`config.mk`:
```
export PLATFORM = sky130hd
export DESIGN_NAME = mmor_regs
export DESIGN_NICKNAME = d
export VERILOG_FILES = /design/src/mmor_pkg.sv /design/src/mmor_muldiv.sv /design/src/mmor_regs.sv
export VERILOG_INCLUDE_DIRS = /design/src
export SDC_FILE = /design/constraint.sdc
export NUM_CORES = 1
export LEC_CHECK = 0
export ABC_AREA = 1
export BUFFER_PORTS_ARGS = -buffer_cell sky130_fd_sc_hd__buf_2
export CAP_MARGIN = 10
export CORE_MARGIN = 2
export CORE_UTILIZATION = 55
export DETAILED_ROUTE_END_ITERATION = 16
export GPL_TIMING_DRIVEN = 0
export MAX_ROUTING_LAYER = met4
export PLACE_DENSITY = 0.84
export SLEW_MARGIN = 20
export SYNTH_ARGS = -nofsm -noshare
export SYNTH_HDL_FRONTEND = slang
export SYNTH_SLANG_ARGS = --single-unit
```
`constraint.sdc`:
```
create_clock -name clock -period 2.7 [get_ports clock]
set_input_delay 0.54 -clock clock [delete_from_list [all_inputs] [get_ports clock]]
set_output_delay 0.54 -clock clock [all_outputs]
set_load 0.02 [all_outputs]
```
`src/mmor_consts.svh`:
```
// Purpose: constants for the memory-map and operand register block
// Assumes: APB with 32-bit data, byte offsets are four times the register index
// Notes: included by the two design modules, mmor_muldiv and mmor_regs
//
// Operation
// - The window control register decides how the top 1KB of program space is mapped.
// - The in-system-programming flag, bit 2, is set by hardware when the mode pins read 3.
// - That flag lets the processor tell whether the chip is in in-system-programming mode.
// - With the boot map bit (bit 1) at 1, addresses 0xFC00 to 0xFFFF fetch from ROM.
// - With the boot map bit at 0, those addresses fetch from non-volatile memory instead.
// - Bit 0 of the bank register picks program bank 0 or 1 and resets to bank 0.
// - The main operand register joins every arithmetic operation, is RW, resets to 0x00.
// - The auxiliary operand register is a plain general register when not used by MUL/DIV.
// - A multiply leaves the product high byte in the auxiliary and low byte in the main.
// - A divide takes its dividend from the auxiliary register and returns the remainder there.
// - The auxiliary operand register is an 8-bit RW register that resets to 0x00.
`ifndef MMOR_CONSTS_SVH
`define MMOR_CONSTS_SVH
`define MMOR_IDX_BANK 8'hA1
`define MMOR_IDX_WIN 8'hC0
`define MMOR_IDX_MAIN 8'hE0
`define MMOR_IDX_AUX 8'hF0
`define MMOR_BIT_ISP 2
`define MMOR_BIT_ROM 1
`define MMOR_BIT_BANK 0
`define MMOR_ROM_RST 1'b1
`define MMOR_BANK_RST 1'b0
`define MMOR_OPER_RST 8'h00
`define MMOR_ISP_CODE 2'h3
`define MMOR_WIN_BASE 16'hFC00
`define MMOR_DIV_CYCLES 8
`endif

```
`src/mmor_pkg.sv`:
```
package mmor_pkg;
   typedef enum logic [1:0] {
      MMOR_OP_NONE = 2'h0,
      MMOR_OP_MUL = 2'h1,
      MMOR_OP_DIV = 2'h3
   } mmor_op_t;
   typedef enum logic [1:0] {
      MMOR_ALU_IDLE = 2'h0,
      MMOR_ALU_RUN = 2'h1,
      MMOR_ALU_DONE = 2'h3
   } mmor_alu_state_t;
endpackage

```
`src/mmor_muldiv.sv`:
```
// Purpose: multi-cycle 8x8 multiply and 8/8 restoring divide
// Assumes: operands stable from start until done
// Notes: divide by zero gives quotient 0xFF and remainder equal to the dividend
`timescale 1ns/1ps
`include "mmor_consts.svh"
module mmor_muldiv
   import mmor_pkg::*;
(
   // Clocking
   input wire logic clock,
   input wire logic rst,
   input wire logic clockEn,
   // Request
   input wire logic start,
   input wire mmor_op_t op,
   input wire logic [7:0] mainIn,
   input wire logic [7:0] auxIn,
   // Result
   output logic done,
   output logic [7:0] mainOut,
   output logic [7:0] auxOut
);
   mmor_alu_state_t state_q;
   logic [3:0] count_q;
   logic [15:0] acc_q;
   logic [7:0] quot_q;
   logic [8:0] trial;
   logic isDiv_q;

   assign trial = {acc_q[7:0], quot_q[7]} - {1'b0, mainIn};

   always_ff @(posedge clock) begin
      if (rst) begin
         state_q <= MMOR_ALU_IDLE;
         count_q <= 4'h0;
         acc_q <= 16'h0000;
         quot_q <= 8'h00;
         isDiv_q <= 1'b0;
      end else if (clockEn) begin
         case (state_q)
            MMOR_ALU_IDLE: begin
               if (start && op != MMOR_OP_NONE) begin
                  state_q <= MMOR_ALU_RUN;
                  count_q <= 4'h0;
                  isDiv_q <= (op == MMOR_OP_DIV);
                  acc_q <= 16'h0000;
                  // Divide shifts the dividend (aux) through quot_q
                  quot_q <= auxIn;
               end
            end
            MMOR_ALU_RUN: begin
               if (isDiv_q) begin
                  if (!trial[8]) begin
                     acc_q <= {8'h00, trial[7:0]};
                     quot_q <= {quot_q[6:0], 1'b1};
                  end else begin
                     acc_q <= {8'h00, acc_q[6:0], quot_q[7]};
                     quot_q <= {quot_q[6:0], 1'b0};
                  end
               end else if (mainIn[count_q[2:0]]) begin
                  acc_q <= acc_q + ({8'h00, auxIn} << count_q[2:0]);
               end
               count_q <= count_q + 4'h1;
               if (count_q == 4'(`MMOR_DIV_CYCLES - 1)) begin
                  state_q <= MMOR_ALU_DONE;
               end
            end
            MMOR_ALU_DONE: state_q <= MMOR_ALU_IDLE;
            default: state_q <= MMOR_ALU_IDLE;
         endcase
      end
   end

   assign done = (state_q == MMOR_ALU_DONE);
   // Product high to aux, low to main; quotient to main, remainder to aux
   assign mainOut = isDiv_q ? quot_q : acc_q[7:0];
   assign auxOut = isDiv_q ? acc_q[7:0] : acc_q[15:8];
endmodule // mmor_muldiv

```
`src/mmor_regs.sv`:
```
// Purpose: APB slave with window control, bank select and operand registers
// Assumes: mode pins are asynchronous; core requests come on the same clock
// Notes: APB byte address = register index * 4; unmapped reads give zero, pslverr set
//
// Implementation choice: the APB slave port.
`timescale 1ns/1ps
`include "mmor_consts.svh"
module mmor_regs
   import mmor_pkg::*;
(
   // Clocking
   input wire logic clock,
   input wire logic rst,
   input wire logic clockEn,
   // APB
   input wire logic psel,
   input wire logic penable,
   input wire logic pwrite,
   input wire logic [11:0] paddr,
   input wire logic [31:0] pwdata,
   output logic [31:0] prdata,
   output logic pready,
   output logic pslverr,
   // Pins
   input wire logic [1:0] mode_select_pins,
   // Core arithmetic request
   input wire logic opStart,
   input wire mmor_op_t opKind,
   output logic opBusy,
   // Fetch address mapping, main operand and bank select
   input wire logic [15:0] fetchAddr,
   output logic fetchFromRom,
   output logic [7:0] main_operand,
   output logic program_bank_select
);
   logic [1:0] pinMeta_q;
   logic [1:0] pinSync_q;
   logic in_system_program_flag_q;
   logic boot_rom_map_select_q;
   logic bank_q;
   logic [7:0] main_q;
   logic [7:0] aux_q;
   logic aluDone;
   logic [7:0] aluMain;
   logic [7:0] aluAux;
   logic apbAccess;
   logic apbWrite;
   logic hit;
   logic [7:0] readByte;
   logic [31:0] prdata_q;
   logic pslverr_q;
   logic opRun_q;

   function automatic logic isReg(input logic [11:0] a, input logic [7:0] idx);
      return (a[1:0] == 2'b00) && (a[11:2] == {2'b00, idx});
   endfunction

   // Ready is immediate: every access completes in its first access cycle
   assign apbAccess = psel && penable && clockEn;
   assign apbWrite = apbAccess && pwrite;
   assign pready = psel && penable;
   assign hit = isReg(paddr, `MMOR_IDX_BANK) || isReg(paddr, `MMOR_IDX_WIN) ||
                isReg(paddr, `MMOR_IDX_MAIN) || isReg(paddr, `MMOR_IDX_AUX);

   // Two flops; pins are asynchronous to the core clock
   always_ff @(posedge clock) begin
      if (rst) begin
         pinMeta_q <= 2'b00;
         pinSync_q <= 2'b00;
      end else if (clockEn) begin
         pinMeta_q <= mode_select_pins;
         pinSync_q <= pinMeta_q;
      end
   end

   always_ff @(posedge clock) begin
      if (rst) begin
         in_system_program_flag_q <= 1'b0;
      end else if (clockEn) begin
         // Hardware owns this bit; writes never reach it
         in_system_program_flag_q <= (pinSync_q == `MMOR_ISP_CODE);
      end
   end

   always_ff @(posedge clock) begin
      if (rst) begin
         boot_rom_map_select_q <= `MMOR_ROM_RST;
      end else if (apbWrite && isReg(paddr, `MMOR_IDX_WIN)) begin
         boot_rom_map_select_q <= pwdata[`MMOR_BIT_ROM];
      end
   end

   always_ff @(posedge clock) begin
      if (rst) begin
         bank_q <= `MMOR_BANK_RST;
      end else if (apbWrite && isReg(paddr, `MMOR_IDX_BANK)) begin
         bank_q <= pwdata[`MMOR_BIT_BANK];
      end
   end

   mmor_muldiv u_alu (
      .clock(clock),
      .rst(rst),
      .clockEn(clockEn),
      .start(opStart),
      .op(opKind),
      .mainIn(main_q),
      .auxIn(aux_q),
      .done(aluDone),
      .mainOut(aluMain),
      .auxOut(aluAux)
   );

   // Result write-back beats a same-cycle software write
   always_ff @(posedge clock) begin
      if (rst) begin
         main_q <= `MMOR_OPER_RST;
      end else if (clockEn && aluDone) begin
         main_q <= aluMain;
      end else if (apbWrite && isReg(paddr, `MMOR_IDX_MAIN)) begin
         main_q <= pwdata[7:0];
      end
   end

   always_ff @(posedge clock) begin
      if (rst) begin
         aux_q <= `MMOR_OPER_RST;
      end else if (clockEn && aluDone) begin
         aux_q <= aluAux;
      end else if (apbWrite && isReg(paddr, `MMOR_IDX_AUX)) begin
         aux_q <= pwdata[7:0];
      end
   end

   always_comb begin
      readByte = 8'h00;
      if (isReg(paddr, `MMOR_IDX_WIN)) begin
         readByte[`MMOR_BIT_ISP] = in_system_program_flag_q;
         readByte[`MMOR_BIT_ROM] = boot_rom_map_select_q;
      end else if (isReg(paddr, `MMOR_IDX_BANK)) begin
         readByte[`MMOR_BIT_BANK] = bank_q;
      end else if (isReg(paddr, `MMOR_IDX_MAIN)) begin
         readByte = main_q;
      end else if (isReg(paddr, `MMOR_IDX_AUX)) begin
         readByte = aux_q;
      end
   end

   // Read data registered in the setup cycle so it is flop-driven in access
   always_ff @(posedge clock) begin
      if (rst) begin
         prdata_q <= 32'h0000_0000;
         pslverr_q <= 1'b0;
      end else if (clockEn && psel && !penable) begin
         prdata_q <= {24'h000000, readByte};
         pslverr_q <= !hit;
      end
   end

   // Tracks the ALU run locally, so busy needs no look inside the child
   always_ff @(posedge clock) begin
      if (rst) begin
         opRun_q <= 1'b0;
      end else if (clockEn && aluDone) begin
         opRun_q <= 1'b0;
      end else if (clockEn && opStart && opKind != MMOR_OP_NONE) begin
         opRun_q <= 1'b1;
      end
   end

   assign prdata = prdata_q;
   assign pslverr = pslverr_q && psel && penable;
   assign opBusy = opStart || opRun_q;

   // Top 1KB goes to ROM only while the map bit is set
   assign fetchFromRom = boot_rom_map_select_q &&
                         (fetchAddr >= `MMOR_WIN_BASE);
   assign main_operand = main_q;
   assign program_bank_select = bank_q;

   property p_isp_follows_pins;
      @(posedge clock) disable iff (rst)
      clockEn [*3] ##0 (pinSync_q == `MMOR_ISP_CODE) |=> in_system_program_flag_q;
   endproperty
   a_isp_follows_pins: assert property (p_isp_follows_pins)
      else $error("isp flag not set for mode 3");

   property p_isp_clear;
      @(posedge clock) disable iff (rst)
      (clockEn && pinSync_q != `MMOR_ISP_CODE) |=> !in_system_program_flag_q;
   endproperty
   a_isp_clear: assert property (p_isp_clear)
      else $error("isp flag set without mode 3");

   property p_rom_map;
      @(posedge clock) disable iff (rst)
      (fetchAddr >= 16'hFC00) |-> (fetchFromRom == boot_rom_map_select_q);
   endproperty
   a_rom_map: assert property (p_rom_map)
      else $error("top window mapping wrong");

   property p_low_never_rom;
      @(posedge clock) disable iff (rst)
      (fetchAddr < 16'hFC00) |-> !fetchFromRom;
   endproperty
   a_low_never_rom: assert property (p_low_never_rom)
      else $error("low address mapped to rom");

   property p_win_write;
      @(posedge clock) disable iff (rst)
      (apbWrite && isReg(paddr, `MMOR_IDX_WIN)) |=>
         (boot_rom_map_select_q == $past(pwdata[1]));
   endproperty
   a_win_write: assert property (p_win_write)
      else $error("map bit write lost");

   property p_bank_write;
      @(posedge clock) disable iff (rst)
      (apbWrite && isReg(paddr, `MMOR_IDX_BANK)) |=> (bank_q == $past(pwdata[0]));
   endproperty
   a_bank_write: assert property (p_bank_write)
      else $error("bank write lost");

   property p_main_write;
      @(posedge clock) disable iff (rst)
      (apbWrite && isReg(paddr, `MMOR_IDX_MAIN) && !aluDone) |=>
         (main_q == $past(pwdata[7:0]));
   endproperty
   a_main_write: assert property (p_main_write)
      else $error("main operand write lost");

   property p_aux_write;
      @(posedge clock) disable iff (rst)
      (apbWrite && isReg(paddr, `MMOR_IDX_AUX) && !aluDone && !opBusy) |=>
         (aux_q == $past(pwdata[7:0]));
   endproperty
   a_aux_write: assert property (p_aux_write)
      else $error("aux operand write lost");

   property p_mul_result;
      logic [15:0] prod;
      @(posedge clock) disable iff (rst)
      (clockEn && opStart && opKind == MMOR_OP_MUL && !opRun_q && !apbWrite,
       prod = main_q * aux_q) ##1 (clockEn && !apbWrite) [*8] ##1 clockEn |=>
         ({aux_q, main_q} == prod);
   endproperty
   a_mul_result: assert property (p_mul_result)
      else $error("product bytes wrong");

   property p_reserved_zero;
      @(posedge clock) disable iff (rst)
      (psel && penable && $past(clockEn && psel && !penable) &&
       (isReg(paddr, `MMOR_IDX_WIN) || isReg(paddr, `MMOR_IDX_BANK))) |->
         (isReg(paddr, `MMOR_IDX_WIN) ? (prdata[31:3] == 29'h0 && !prdata[0]) :
            (prdata[31:1] == 31'h0));
   endproperty
   a_reserved_zero: assert property (p_reserved_zero)
      else $error("reserved bits read nonzero");
endmodule // mmor_regs

```
---- Word-level counts from Yosys, hierarchy flattened ----
Index checks and enable logic that the tools add are counted.
storage, ports and cells
  logic and storage cells ................. 101
  register bits after elaboration ......... 64
  input port bits ......................... 71
operators by class
  shift-type cells ........................ 1
  equality and inequality tests ........... 13
  $add $sub $neg .......................... 3
  magnitude comparators ................... 2
  muxes and demuxes ....................... 29
  reduce and logical (&&, ||, !) cells .... 38
operator list
  cell                                                         number
  two-way mux 8 bit                                            11
  two-way mux 16 bit                                           3
  equality test 10 x 8 -> 1 bit (second input constant)        4
  one-hot mux 16 bit (2 select lines)                          1
  logical AND 1 bit                                            20
  adder 16 bit                                                 1
  >= comparator 16 bit (second input constant)                 1
  one-hot mux 8 bit (2 select lines)                           1
  left shift 8 x 3 -> 16 bit                                   1
  AND reduction 3 bit                                          3
  subtractor 9 x 8 -> 9 bit                                    1
  one-hot mux 4 bit (2 select lines)                           1
  AND reduction 4 bit                                          2
  nonzero test 2 bit                                           4
  two-way mux 7 bit                                            1
  equality test 2 bit (second input constant)                  3
  two-way mux 2 bit                                            3
  != test 2 x 1 -> 1 bit (second input constant)               3
  two-way mux 5 bit                                            1
  adder 4 x 1 -> 4 bit (second input constant)                 1
  equality test 4 x 3 -> 1 bit (second input constant)         1
  logical NOT 2 bit                                            2
  logical OR 1 bit                                             4
  less-than comparator 3 x 4 -> 1 bit (second input constant)  1
  8 further kinds                                              12

---- Longest topological paths before layout ----
Gate-level depths: netlist (run 1).
  word-level depth ........................ 6
  depth in mapped cells ................... 18
  gate-level depth less buffers ........... 17

---- Modules after synthesis ----
A second synthesis (run 1) with hierarchy kept.
second synthesis, totals
  cells, all modules ...................... 862
  area total of the unflattened synthesis .. 5202.5 um2
modules (own cells, without submodules)
  module       area an instance (um2)  cells an instance  seq. area each (um2)  times used
  mmor_muldiv  3265.6                  564                620.6                 1
  mmor_regs    1936.9                  298                660.6                 1

---- Worst setup path after synthesis (run 1) ----
Ideal clock, no wire load.
  kind .................................... reg-to-reg
  start ................................... register u_alu.count_q[0]
  end ..................................... register u_alu.acc_q[11]
  setup slack ............................. 0.375 ns
  path buffers ............................ 2
  arrival time ............................ 2.193 ns
  stages on the path, launching flop included .. 16
  cells stage by stage .................... dfxtp_1 -> buf_4 -> clkbuf_1 -> o21ai_0 -> o21ai_0 -> mux2i_1 -> ha_1 -> nand2_1 -> inv_1 -> a21oi_1 -> nand2_1 -> nand2_1 -> nand2_1 -> xor2_1 -> nand2_1 -> a21oi_1
between the ends
  cells in the longest elaborated chain, start to end .. 5
ends and longest elaborated chain
  element                              RTL line           RTL
  from (decl)                          mmor_muldiv.sv:24  logic [3:0] count_q;
  from (signal assigned)               mmor_muldiv.sv:63  count_q <= count_q + 4'h1;
  left shift 8 x 3 -> 16 bit           mmor_muldiv.sv:61  acc_q <= acc_q + ({8'h00, auxIn} << count_q[2:0]);
  adder 16 bit                         mmor_muldiv.sv:61
  two-way mux 16 bit                   mmor_muldiv.sv:60  end else if (mainIn[count_q[2:0]]) begin
  two-way mux 16 bit                   mmor_muldiv.sv:52  if (isDiv_q) begin
  one-hot mux 16 bit (2 select lines)  mmor_muldiv.sv:40  case (state_q)
  to (signal assigned)                 mmor_muldiv.sv:54  acc_q <= {8'h00, trial[7:0]};
  to (signal assigned)                 mmor_muldiv.sv:57  acc_q <= {8'h00, acc_q[6:0], quot_q[7]};
  to (signal assigned)                 mmor_muldiv.sv:61
  to (decl)                            mmor_muldiv.sv:25  logic [15:0] acc_q;
Parallel ways exist; a longest one is shown, timed or not. The select of a mux whose other input is x is not followed.
A chain may end at the register's enable or synchronous reset.

---- Final worst setup path (run 1) ----
  start ................................... register u_alu.count_q[0]
  end ..................................... register u_alu.acc_q[8]
The elaborated chain is that of the path after synthesis.

==> key figures, run 1 <==
Outcome
  • Outcome: complete, no violations

Clocking
  • Root Driver: clkbuf_8
  • Clock Sinks: 64
  • CTS Buf Count: 9
  • Clk_lat worst skew: 0.35 ns
  • Max Buffers Root-to-Sink: 2
  • H-tree levels: 3
  • Reg clk slew, reported paths: 0.08 ns
  • CTS tree: yes

Layout
  • Non-Filler Instances: approximately 1000
  • Post-layout util: 64.2%
  • Final instance area: around 5900 um2
  • Final layout net count: 1028
  • Number of inserted diodes: 0
  • Syn-to-layout area delta: 14.7%
  • Layout cell share with drive strength beyond 1: 16.5%

Detailed routing
  • # DRC: 0
  • Antenna Nets Post-Route: 0
  • Violation count after the first detailed-route iteration: ~520
  • Drt pass-1 iters: 6
  • Post-DR vias/cell: about 5.5
  • Wire per inst: roughly 14 um
  • Vias: between 5000 and 6000
  • Total Routed Length: 14.4 mm

Timing
  • Fin. max-slew vios: 0
  • Max_slew headroom: a little under three fifths
  • Final Skew: ~0.0073 ns
  • Worst Hold Slack: around 0.41 ns
  • Tmin final: about 2.5 ns
  • Period utilisation layout: a little over nine tenths
  • Fin. Hold Viols: 0
  • Final setup fails: 0
  • F_max: just under 400 MHz
  • Least-Margin Pin Slew: ~0.66 ns

Place
  • Area after DPL: 5620 um2
  • IO buf count: 56
  • Dpl hpwl: approximately 11 mm
  • GPL Wtd Cong: 0.967
  • DP Cell Count: slightly above 1000

Synthesis
  • Synth Instances: ~840
  • Synth top area share: between 20% and 30%
  • Avg Synthesized Cell Area: around 6.1 um2
  • Synth async-reset ratio: 0%
  • Yosys reg bits: 64
  • Yosys warns: 0
  • Seq/Total Area, Yosys: between 20% and 30%
  • Distinct cells, synth: 42
  • Ranking of synthesized cells by area: dfxtp_1 25%, nand2_1 16%, o21ai_0 8.5%
  • Main synth FF type: dfxtp_1
  • Most common cell in the netlist: nand2_1
  • Post-synth top area cell: dfxtp_1
  • Post-synth top cells: 217 x nand2_1, 99 x nor2_1, 97 x inv_1
  • Post-synth EDFFs: 0
  • Post-Syn Area: a little over 5000 um2

Worst setup path
  • CP endpoint kind: flip-flop
  • Startpoint types: flip-flop
  • Launching point of the worst reg2reg path: u_alu.count_q[0]$_SDFFE_PP0P_
  • WS Path Type: flip-flop to flip-flop
  • Required time worst endpoint: 2.99 ns
  • Start point of the critical path: u_alu.count_q[0]$_SDFFE_PP0P_
  • CP arrival: roughly 2.8 ns
  • CP max FO: 10

Floorplan
  • Die area: 10100 um2
  • Die height: ~100 um
  • Core area: ~9000 um2
  • Die width: between 100 and 150 um
  • Starting Density: a little under three fifths
  • Rows: 35
  • I/O pins: around 120

Power and ir drop
  • Peak supply drop: roughly 0.37 mV
  • Sequential power share: between 40 and 50%
  • Clock power share: around 36%
  • Sw frac: 31.0%
  • PwrDens: approximately 370 nW/um2
  • P_sw: 0.674 mW
  • Tot Pwr: 2.18 mW
  • Internal power: between 1.5 and 2 mW
  • Comb pwr share: between 15 and 20%
  • Total leakage power: 2.73 nW

Global route
  • Vias in the first global route: ~5200
  • Initial antenna violation count: 0
  • Pin count of the biggest net entering global routing: 12
  • Grt ovf: 0
  • First-pass GRT wire length: 24.0 mm
  • Total global-route track usage: 30.7%

Job
  • Max_cap viols: 0

Hold path
  • Min-Delay Path Class: input pin to flip-flop
  • Hold wc startpoint: mode_select_pins[0]
==> flip-flops by register name, indices dropped and copies added, names as in the netlist <==
signal	cells
pinSync_q	2
opRun_q	1
in_system_program_flag_q	1
main_operand	8
u_alu.isDiv_q	1
u_alu.state_q	2
u_alu.quot_q	8
pslverr_q	1
program_bank_select	1
u_alu.acc_q	16
u_alu.count_q	4
pinMeta_q	2
aux_q	8
prdata	8
boot_rom_map_select_q	1
==> what timing repair did <==
| item | CTS | global route |
|---|---|---|
| setup endpoints to repair | 5 | 11 |
| pin swaps | 0 | 4 |
| resized for setup | 1 | 21 |
| buffers inserted | 0 | 3 |
| hold buffers | 0 | 0 |
==> cell families after synthesis <==
kind of cell	share of synthesized area, %
compound gates	16.7
xor+xnor	0.856
fa+ha+maj	6.65
buf+inv	14.2
flops	25.0
mux	0.782
other cells	0.0733
simple gates	35.7
==> power by group through the flow <==
stage / Combinational (mW) / Sequential [mW] / Clock, mW
4_1_cts: 0.375 / 0.989 / 0.788
2_1_floorplan: 0.282 / 1.01 / 0
5_1_grt: 0.436 / 0.994 / 0.829
6_report: 0.395 / 0.992 / 0.791
3_3_place_gp: 0.369 / 1.01 / 0
3_5_place_dp: 0.373 / 1.01 / 0
==> critical path: stages (launching register included) <==
cell     delay (ns)
dfxtp_2        0.33
buf_6          0.13
inv_2          0.07
buf_6          0.13
nand3_1        0.10
nor2_1         0.12
ha_2           0.21
inv_1          0.06
fa_1           0.39
inv_1          0.12
nand3_1        0.10
nand3_2        0.12
a21oi_1        0.09
or2_2          0.27
nand2_1        0.09
a21oi_1        0.07
nor2_1         0.08
==> area by class of cell <==
cell class / count / area, um2
clock inverters: 4 / 28.8
clock buffers: 12 / 155
repair buffers: 59 / 303
inverters: 104 / 393
well taps: 111 / 139
multi-input cells: 642 / 3220
fillers: 874 / 3280
plain buffers: 51 / 347
flip-flops and latches: 64 / 1280
==> path summary, 6_finish.rpt <==
| kind | end | slack (ns) | depth (start not counted) |
|---|---|---|---|
| worst min-delay path | pinMeta_q[0]$_SDFFE_PP0P_ | 0.41 | 3 |
| worst max-delay path | u_alu.acc_q[8]$_SDFFE_PP0P_ | 0.17 | 16 |
| worst min register to register | prdata[4]$_SDFFE_PP0P_ | 0.47 | 2 |
| worst max register to register | u_alu.acc_q[8]$_SDFFE_PP0P_ | 0.17 | 16 |
==> routing by layer <==
metal	up-vias	track usage (%)	share of wire, %
li1	2859	-	-
met3	44	4.85	9.4
met5	-	-	0
met4	0	8.75	2.8
met2	274	47.7	44
met1	2573	41.7	44
==> metrics by stage <==
step | setup slack, ns | TNS [ns]
6_report | 0.170 | 0
5_1_grt | -0.0252 | -0.0906
3_5_place_dp | -0.0722 | -0.146
2_1_floorplan | 0.375 | 0
3_3_place_gp | -0.0710 | -0.111
4_1_cts | 0.0408 | 0
==> placed cells by master (no fill, tap or decap), types with 22 or more instances in the layout <==
cell	synthesis	layout
dfxtp_1	64	62
nand3_1	66	65
nand2_1	217	214
a21oi_1	51	49
buf_4	26	28
inv_1	97	97
conb_1	1	24
buf_2	6	61
ha_1	24	22
o21ai_0	87	83
nor2_1	99	98
(Power assumes the default switching activity.)
==> run 2, diff against run 1 <==
clock period = 2.5 ns   (was 2.7 ns; I/O delays follow)
==> key figures, run 2 (synthesized netlist as in run 1, its figures left out) <==
Global route
  • Initial antenna violation count: 0 (unchanged)
  • First-pass GRT wire length: 24.3 mm (+1.3%)
  • Total global-route track usage: 31.1% (+0.38 points)
  • Grt ovf: 0 (unchanged)
  • Vias in the first global route: 5210 (+0.68%)
  • Pin count of the biggest net entering global routing: 12 (unchanged)

Clocking
  • Reg clk slew, reported paths: 0.08 ns (about the same)
  • H-tree levels: 3 (unchanged)
  • CTS tree: yes
  • Clk_lat worst skew: 0.35 ns (about the same)
  • Clock Sinks: 64 (unchanged)
  • CTS Buf Count: 9 (unchanged)
  • Root Driver: clkbuf_8
  • Max Buffers Root-to-Sink: 2 (unchanged)

Timing
  • Fin. Hold Viols: 0 (unchanged)
  • Worst Hold Slack: 0.371 ns (-0.0423 ns)
  • RSZ-0062 raised after global routing: true
  • Final WS setup: 0.00768 ns (-0.163 ns)
  • F_max: 401 MHz (+1.5%)
  • Max_slew headroom: 56.0% (-0.19 points)
  • Fin. max-slew vios: 0 (unchanged)
  • Period utilisation layout: 99.7% (+6.0 points)
  • Final Skew: 0.00879 ns (+0.00147 ns)
  • Fin Setup TNS: 0 ns (unchanged)
  • Tmin final: 2.49 ns (-0.0375 ns)
  • Final setup fails: 0 (unchanged)
  • Least-Margin Pin Slew: 0.661 ns (+0.00283 ns)

Place
  • Pre-CTS setup slack: -0.272 ns (-0.200 ns)
  • DP Cell Count: 1028 (unchanged)
  • GPL Wtd Cong: 0.967 (unchanged)
  • Dpl hpwl: 11.3 mm (unchanged)
  • Area after DPL: 5620 um2 (unchanged)
  • IO buf count: 56 (unchanged)

Worst setup path
  • CP endpoint kind: flip-flop
  • Slowest cell on the critical path: ha_2
  • CP max FO: 8 (-2)
  • Startpoint types: flip-flop
  • R2R Setup Slk: 0.008 ns (-0.16 ns)
  • WS Path Type: flip-flop to flip-flop
  • Launching point of the worst reg2reg path: u_alu.count_q[0]$_SDFFE_PP0P_
  • Max stage delay on crit path: 0.39 ns (about the same)
  • R2r worst-path depth: 16 (unchanged)
  • Reg2Reg Capture Point: u_alu.acc_q[11]$_SDFFE_PP0P_
  • Required time worst endpoint: 2.78 ns (-0.21 ns)
  • CP arrival: 2.77 ns (-0.05 ns)
  • Cell breakdown of the critical path: buf_8, buf_8, nand2_1, o21ai_4, o21ai_2, mux2i_1, ha_2, nand2_1, nor2_2, nand3_2, nand2_2, nand2_2, nand2_2, xor2_1, nand2_1, a21oi_2

Hold path
  • Min-Delay Path Class: input pin to flip-flop
  • Hold wc startpoint: mode_select_pins[0]
  • WHS Endpoint: pinMeta_q[0]$_SDFFE_PP0P_
  • Hold depth: 3 (unchanged)

Job
  • Max_cap viols: 0 (unchanged)

Outcome
  • Outcome: complete, no violations

Power and ir drop
  • PwrDens: 391 nW/um2 (+5.5%)
  • Total leakage power: 2.79 nW (+2.1%)
  • Peak supply drop: 0.400 mV (+7.4%)
  • Tot Pwr: 2.38 mW (+9.5%)

Detailed routing
  • Post-DR vias/cell: 5.57 (+1.3%)
  • Antenna Nets Post-Route: 0 (unchanged)
  • # DRC: 0 (unchanged)
  • Total Routed Length: 15.3 mm (+6.3%)
  • Wire per inst: 14.6 um (+5.9%)
  • Drt pass-1 iters: 6 (unchanged)
  • Vias: 5849 (+1.7%)
  • Violation count after the first detailed-route iteration: 560 (+7.5%)

Floorplan
  • Die height: 100 um (unchanged)
  • Rows: 35 (unchanged)
  • Starting Density: 55.9% (unchanged)
  • Die area: 10100 um2 (unchanged)
  • I/O pins: 116 (unchanged)
  • Core area: 9150 um2 (unchanged)
  • Die width: 100 um (unchanged)

Layout
  • Most frequent cells in the layout: 207 x nand2_1, 95 x inv_1, 95 x nor2_1
  • Max reg flops: 16 (unchanged)
  • Most common cell after layout, fill and taps aside: nand2_1
  • Top reg by flops: u_alu.acc_q
  • Final layout net count: 1032 (+0.39%)
  • Fill cells: 822 (-5.9%)
  • Syn-to-layout area delta: 19.1%
  • Number of inserted diodes: 0 (unchanged)
  • Final instance area: 6100 um2 (+3.8%)
  • Layout cell share with drive strength beyond 1: 21.0% (+4.5 points)
  • Non-Filler Instances: 1051 (+0.38%)
  • Post-layout util: 66.6% (+2.4 points)
==> run 2: repair_timing <==
action                     4_1_cts  5_1_grt
hold buffers                     0        0
pin swaps                        3       18
setup endpoints to repair       12       14
gates resized for setup         16       61
gates cloned                     0        1
buffers inserted                 1        7
==> run 2: worst max-delay path by stage <==
stage	cells past startpoint	to	startpoint
after floorplan	15	u_alu.acc_q[11]$_SDFFE_PP0P_	u_alu.count_q[0]$_SDFFE_PP0P_
after global placement	15	u_alu.acc_q[11]$_SDFFE_PP0P_	u_alu.count_q[0]$_SDFFE_PP0P_
after detailed placement	15	u_alu.acc_q[11]$_SDFFE_PP0P_	u_alu.count_q[0]$_SDFFE_PP0P_
after CTS	16	u_alu.acc_q[8]$_SDFFE_PP0P_	u_alu.count_q[0]$_SDFFE_PP0P_
after global routing	13	u_alu.acc_q[13]$_SDFFE_PP0P_	u_alu.count_q[0]$_SDFFE_PP0P_
final	16	u_alu.acc_q[11]$_SDFFE_PP0P_	u_alu.count_q[0]$_SDFFE_PP0P_
==> run 2: area by class of cell <==
cell class                 instances  area [um2]  area share [%]
inverter                         104         398            6.53
multi-input combinational        642        3370            55.3
tap                              111         139            2.28
timing repair buffer              65         365            5.99
clock inverter                     4        28.8           0.472
sequential                        64        1290            21.1
clock buffer                      12         155            2.55
buffer                            49         350            5.75
==> run 2: where the power goes <==
part / leakage, nW / total [mW] / switching, mW / internal (mW)
sequential: 0.521 / 1.07 / 0.0245 / 1.05
combinational: 2.18 / 0.466 / 0.283 / 0.182
clock: 0.0886 / 0.847 / 0.433 / 0.414
==> run 2: critical path, delay by kind of cell (launching register included) <==
family | cells | cell delay (ns)
and+or+nand+nor | 8 | 0.79
muxes | 1 | 0.11
adders and majority gates | 1 | 0.39
AOI/OAI and AO/OA | 3 | 0.37
xor gates and xnor gates | 1 | 0.16
buffers and inverters | 2 | 0.28
DFF | 1 | 0.33
==> run 2: metal layers <==
| metal | GRT usage, % | vias to the layer above | part of all wire, % |
|---|---|---|---|
| met5 | - | - | 0 |
| met4 | 8.75 | 0 | 3.1 |
| met3 | 4.85 | 51 | 9.0 |
| met2 | 48.3 | 296 | 45 |
| met1 | 42.2 | 2633 | 43 |
| li1 | - | 2869 | - |
==> run 3, diff against run 2 <==
CORE_ASPECT_RATIO = 1.25   (was default)
CORE_UTILIZATION = 50   (was 55)
PLACE_DENSITY = 0.81   (was 0.84)
clock period = 2.1 ns   (was 2.5 ns; I/O delays follow)
==> key figures, run 3 (synthesized netlist as in run 1, its figures left out) <==
Place
  • IO buf count: 56 (unchanged)
  • GPL Wtd Cong: 0.977 (+1.0%)
  • Dpl hpwl: 11.9 mm (+5.5%)
  • Area after DPL: 5700 um2 (+1.3%)

Timing
  • Fin. max-slew vios: 0 (unchanged)
  • F_max: 409 MHz (+1.9%)
  • Final setup fails: 13 (+13)
  • Least-Margin Pin Slew: 0.714 ns (+0.0530 ns)
  • Final Skew: 0.00673 ns (-0.00207 ns)
  • Fin. Hold Viols: 0 (unchanged)
  • Max_slew headroom: 52.4% (-3.5 points)
  • Period utilisation layout: 116% (+17 points)
  • Tmin final: 2.45 ns (-0.0465 ns)
  • RSZ-0062 raised after global routing: true
  • Worst Hold Slack: 0.309 ns (-0.0618 ns)
  • Final WS setup: -0.346 ns (-0.353 ns)

Layout
  • Multi-input gate area: 3450 um2 (+2.4%)
  • Max reg flops: 16 (unchanged)
  • Layout cell share with drive strength beyond 1: 24.6% (+3.6 points)
  • Most common cell after layout, fill and taps aside: nand2_1
  • Top reg by flops: u_alu.acc_q
  • Final layout net count: 1045 (+1.3%)
  • Most frequent cells in the layout: 202 x nand2_1, 94 x nor2_1, 93 x inv_1
  • Number of inserted diodes: 0 (unchanged)
  • Fill cells: 917 (+12%)
  • Final instance area: 6470 um2 (+6.1%)
  • Syn-to-layout area delta: 26.4%
  • Area occupied by registers: 1300 um2 (+1.1%)

Power and ir drop
  • Total leakage power: 2.96 nW (+6.0%)
  • PwrDens: 566 nW/um2 (+45%)
  • Peak supply drop: 0.673 mV (+68%)

Detailed routing
  • Drt pass-1 iters: 5 (-1)
  • Met2 WL: 8.07 mm (+17%)
  • Total Routed Length: 16.4 mm (+7.0%)
  • # DRC: 0 (unchanged)
  • Vias: 5875 (+0.44%)
  • Wire per inst: 15.1 um (+4.0%)
  • Top sig layer: met4
  • Post-DR vias/cell: 5.43 (-2.4%)
  • Antenna Nets Post-Route: 0 (unchanged)
  • Met1 WL: 6.27 mm (-4.6%)
  • Violation count after the first detailed-route iteration: 360 (-36%)
  • Met3 routed WL: 1.01 mm (-26%)

Global route
  • Total global-route track usage: 30.3% (-0.82 points)
  • First-pass GRT wire length: 25.2 mm (+3.4%)
  • Pin count of the biggest net entering global routing: 13 (+1)
  • Initial antenna violation count: 0 (unchanged)
  • Vias in the first global route: 5400 (+3.6%)
  • Grt ovf: 0 (unchanged)

Clocking
  • Root Driver: clkbuf_16
  • Max Buffers Root-to-Sink: 2 (unchanged)
  • Reg clk slew, reported paths: 0.06 ns (-0.02 ns)
  • Post-CTS Hold Buffers: 0 (unchanged)
  • Clock Sinks: 64 (unchanged)
  • H-tree levels: 3 (unchanged)
  • CTS Buf Count: 9 (unchanged)
  • Clk_lat worst skew: 0.34 ns (about the same)
  • CTS tree: yes

Outcome
  • Outcome: complete, but fails checks
  • Violated checks: setup timing

Worst setup path
  • WS Path Type: flip-flop to flip-flop
  • CP max FO: 10 (+2)
  • Startpoint types: flip-flop
  • Required time worst endpoint: 2.37 ns (-0.41 ns)
  • CP arrival: 2.72 ns (-0.05 ns)
  • CP endpoint kind: flip-flop

Floorplan
  • Starting Density: 50.9% (-5.0 points)
  • I/O pins: 116 (unchanged)
  • Die width: 94.5 um (-5.9%)
  • Die height: 117 um (+17%)
  • Rows: 41 (+17%)
  • Die area: 11100 um2 (+9.6%)
  • Core area: 10100 um2 (+9.9%)

Job
  • Max_cap viols: 0 (unchanged)

Hold path
  • Min-Delay Path Class: input pin to flip-flop
-- run 3: cell count changes in the layout (fill, tap and decap cells not counted), sizes merged --
cell    delta
buf       +13
clkinv     -2
clkbuf     -2
bufinv     +3
inv        +1
-- run 3: routing by layer --
layer | vias to the layer above | GRT usage (%)
met5 | - | -
met2 | 243 | 52.4
li1 | 2894 | -
met4 | 0 | 20.2
met3 | 80 | 4.80
met1 | 2658 | 31.8
-- run 3: layout make-up --
type	instances	share of cell area (%)
tap	129	2.49
clock buffer	10	3.69
timing repair buffer	78	7.02
buffer	49	5.41
inverter	104	6.15
clock inverter	6	1.76
multi-input combinational	642	53.4
sequential	64	20.1
-- run 3: path summary, 6_finish.rpt --
| kind | end | start | slack, ns | depth (start not counted) |
|---|---|---|---|---|
| min | pinMeta_q[0]$_SDFFE_PP0P_ | mode_select_pins[0] | 0.31 | 3 |
| max reg2reg | u_alu.acc_q[11]$_SDFFE_PP0P_ | u_alu.count_q[1]$_SDFFE_PP0P_ | -0.35 | 14 |
| max | u_alu.acc_q[11]$_SDFFE_PP0P_ | u_alu.count_q[1]$_SDFFE_PP0P_ | -0.35 | 14 |
| min reg2reg | prdata[6]$_SDFFE_PP0P_ | prdata[6]$_SDFFE_PP0P_ | 0.46 | 2 |
-- run 3: worst max-delay path, stage by stage, from the launching register on --
cell and delay, ns:
dfxtp_4 0.41, clkbuf_4 0.24, nand3_1 0.14, o21ai_2 0.11, mux2i_2 0.12, ha_1 0.38
nand2_1 0.14, nor2_2 0.13, nand3_2 0.10, nand2_2 0.11, nand2_2 0.04, nand2_1 0.08
xor2_1 0.17, nand2_1 0.09, a21oi_2 0.11
-- run 3: repair_timing --
action | 4_1_cts | 5_1_grt
pin swaps | 14 | 22
resized for setup | 34 | 54
setup endpoints to repair | 17 | 17
setup buffers | 13 | 7
endpoints found under the hold margin | 0 | 0
gates cloned | 1 | 1
-- run 3: power by group --
group / leakage, nW / total, mW / switching (mW) / internal, mW
Combinational: 2.27 / 0.593 / 0.351 / 0.242
Sequential: 0.525 / 1.29 / 0.0389 / 1.25
Clock: 0.165 / 1.78 / 0.587 / 1.20
-- run 3: metrics by stage --
step	worst slack (ns)	TNS [ns]	power (mW)	instances	utilization [%]
final	-0.346	-3.47	3.66	1082	64.3
after CTS	-0.252	-2.47	3.60	1075	62.3
after detailed placement	-0.391	-4.71	1.80	1046	56.7
after floorplan	-0.0379	-0.0998	1.67	861	-
after global routing	-0.529	-5.26	3.77	1082	64.3
after global placement	-0.374	-4.32	1.80	1046	56.7
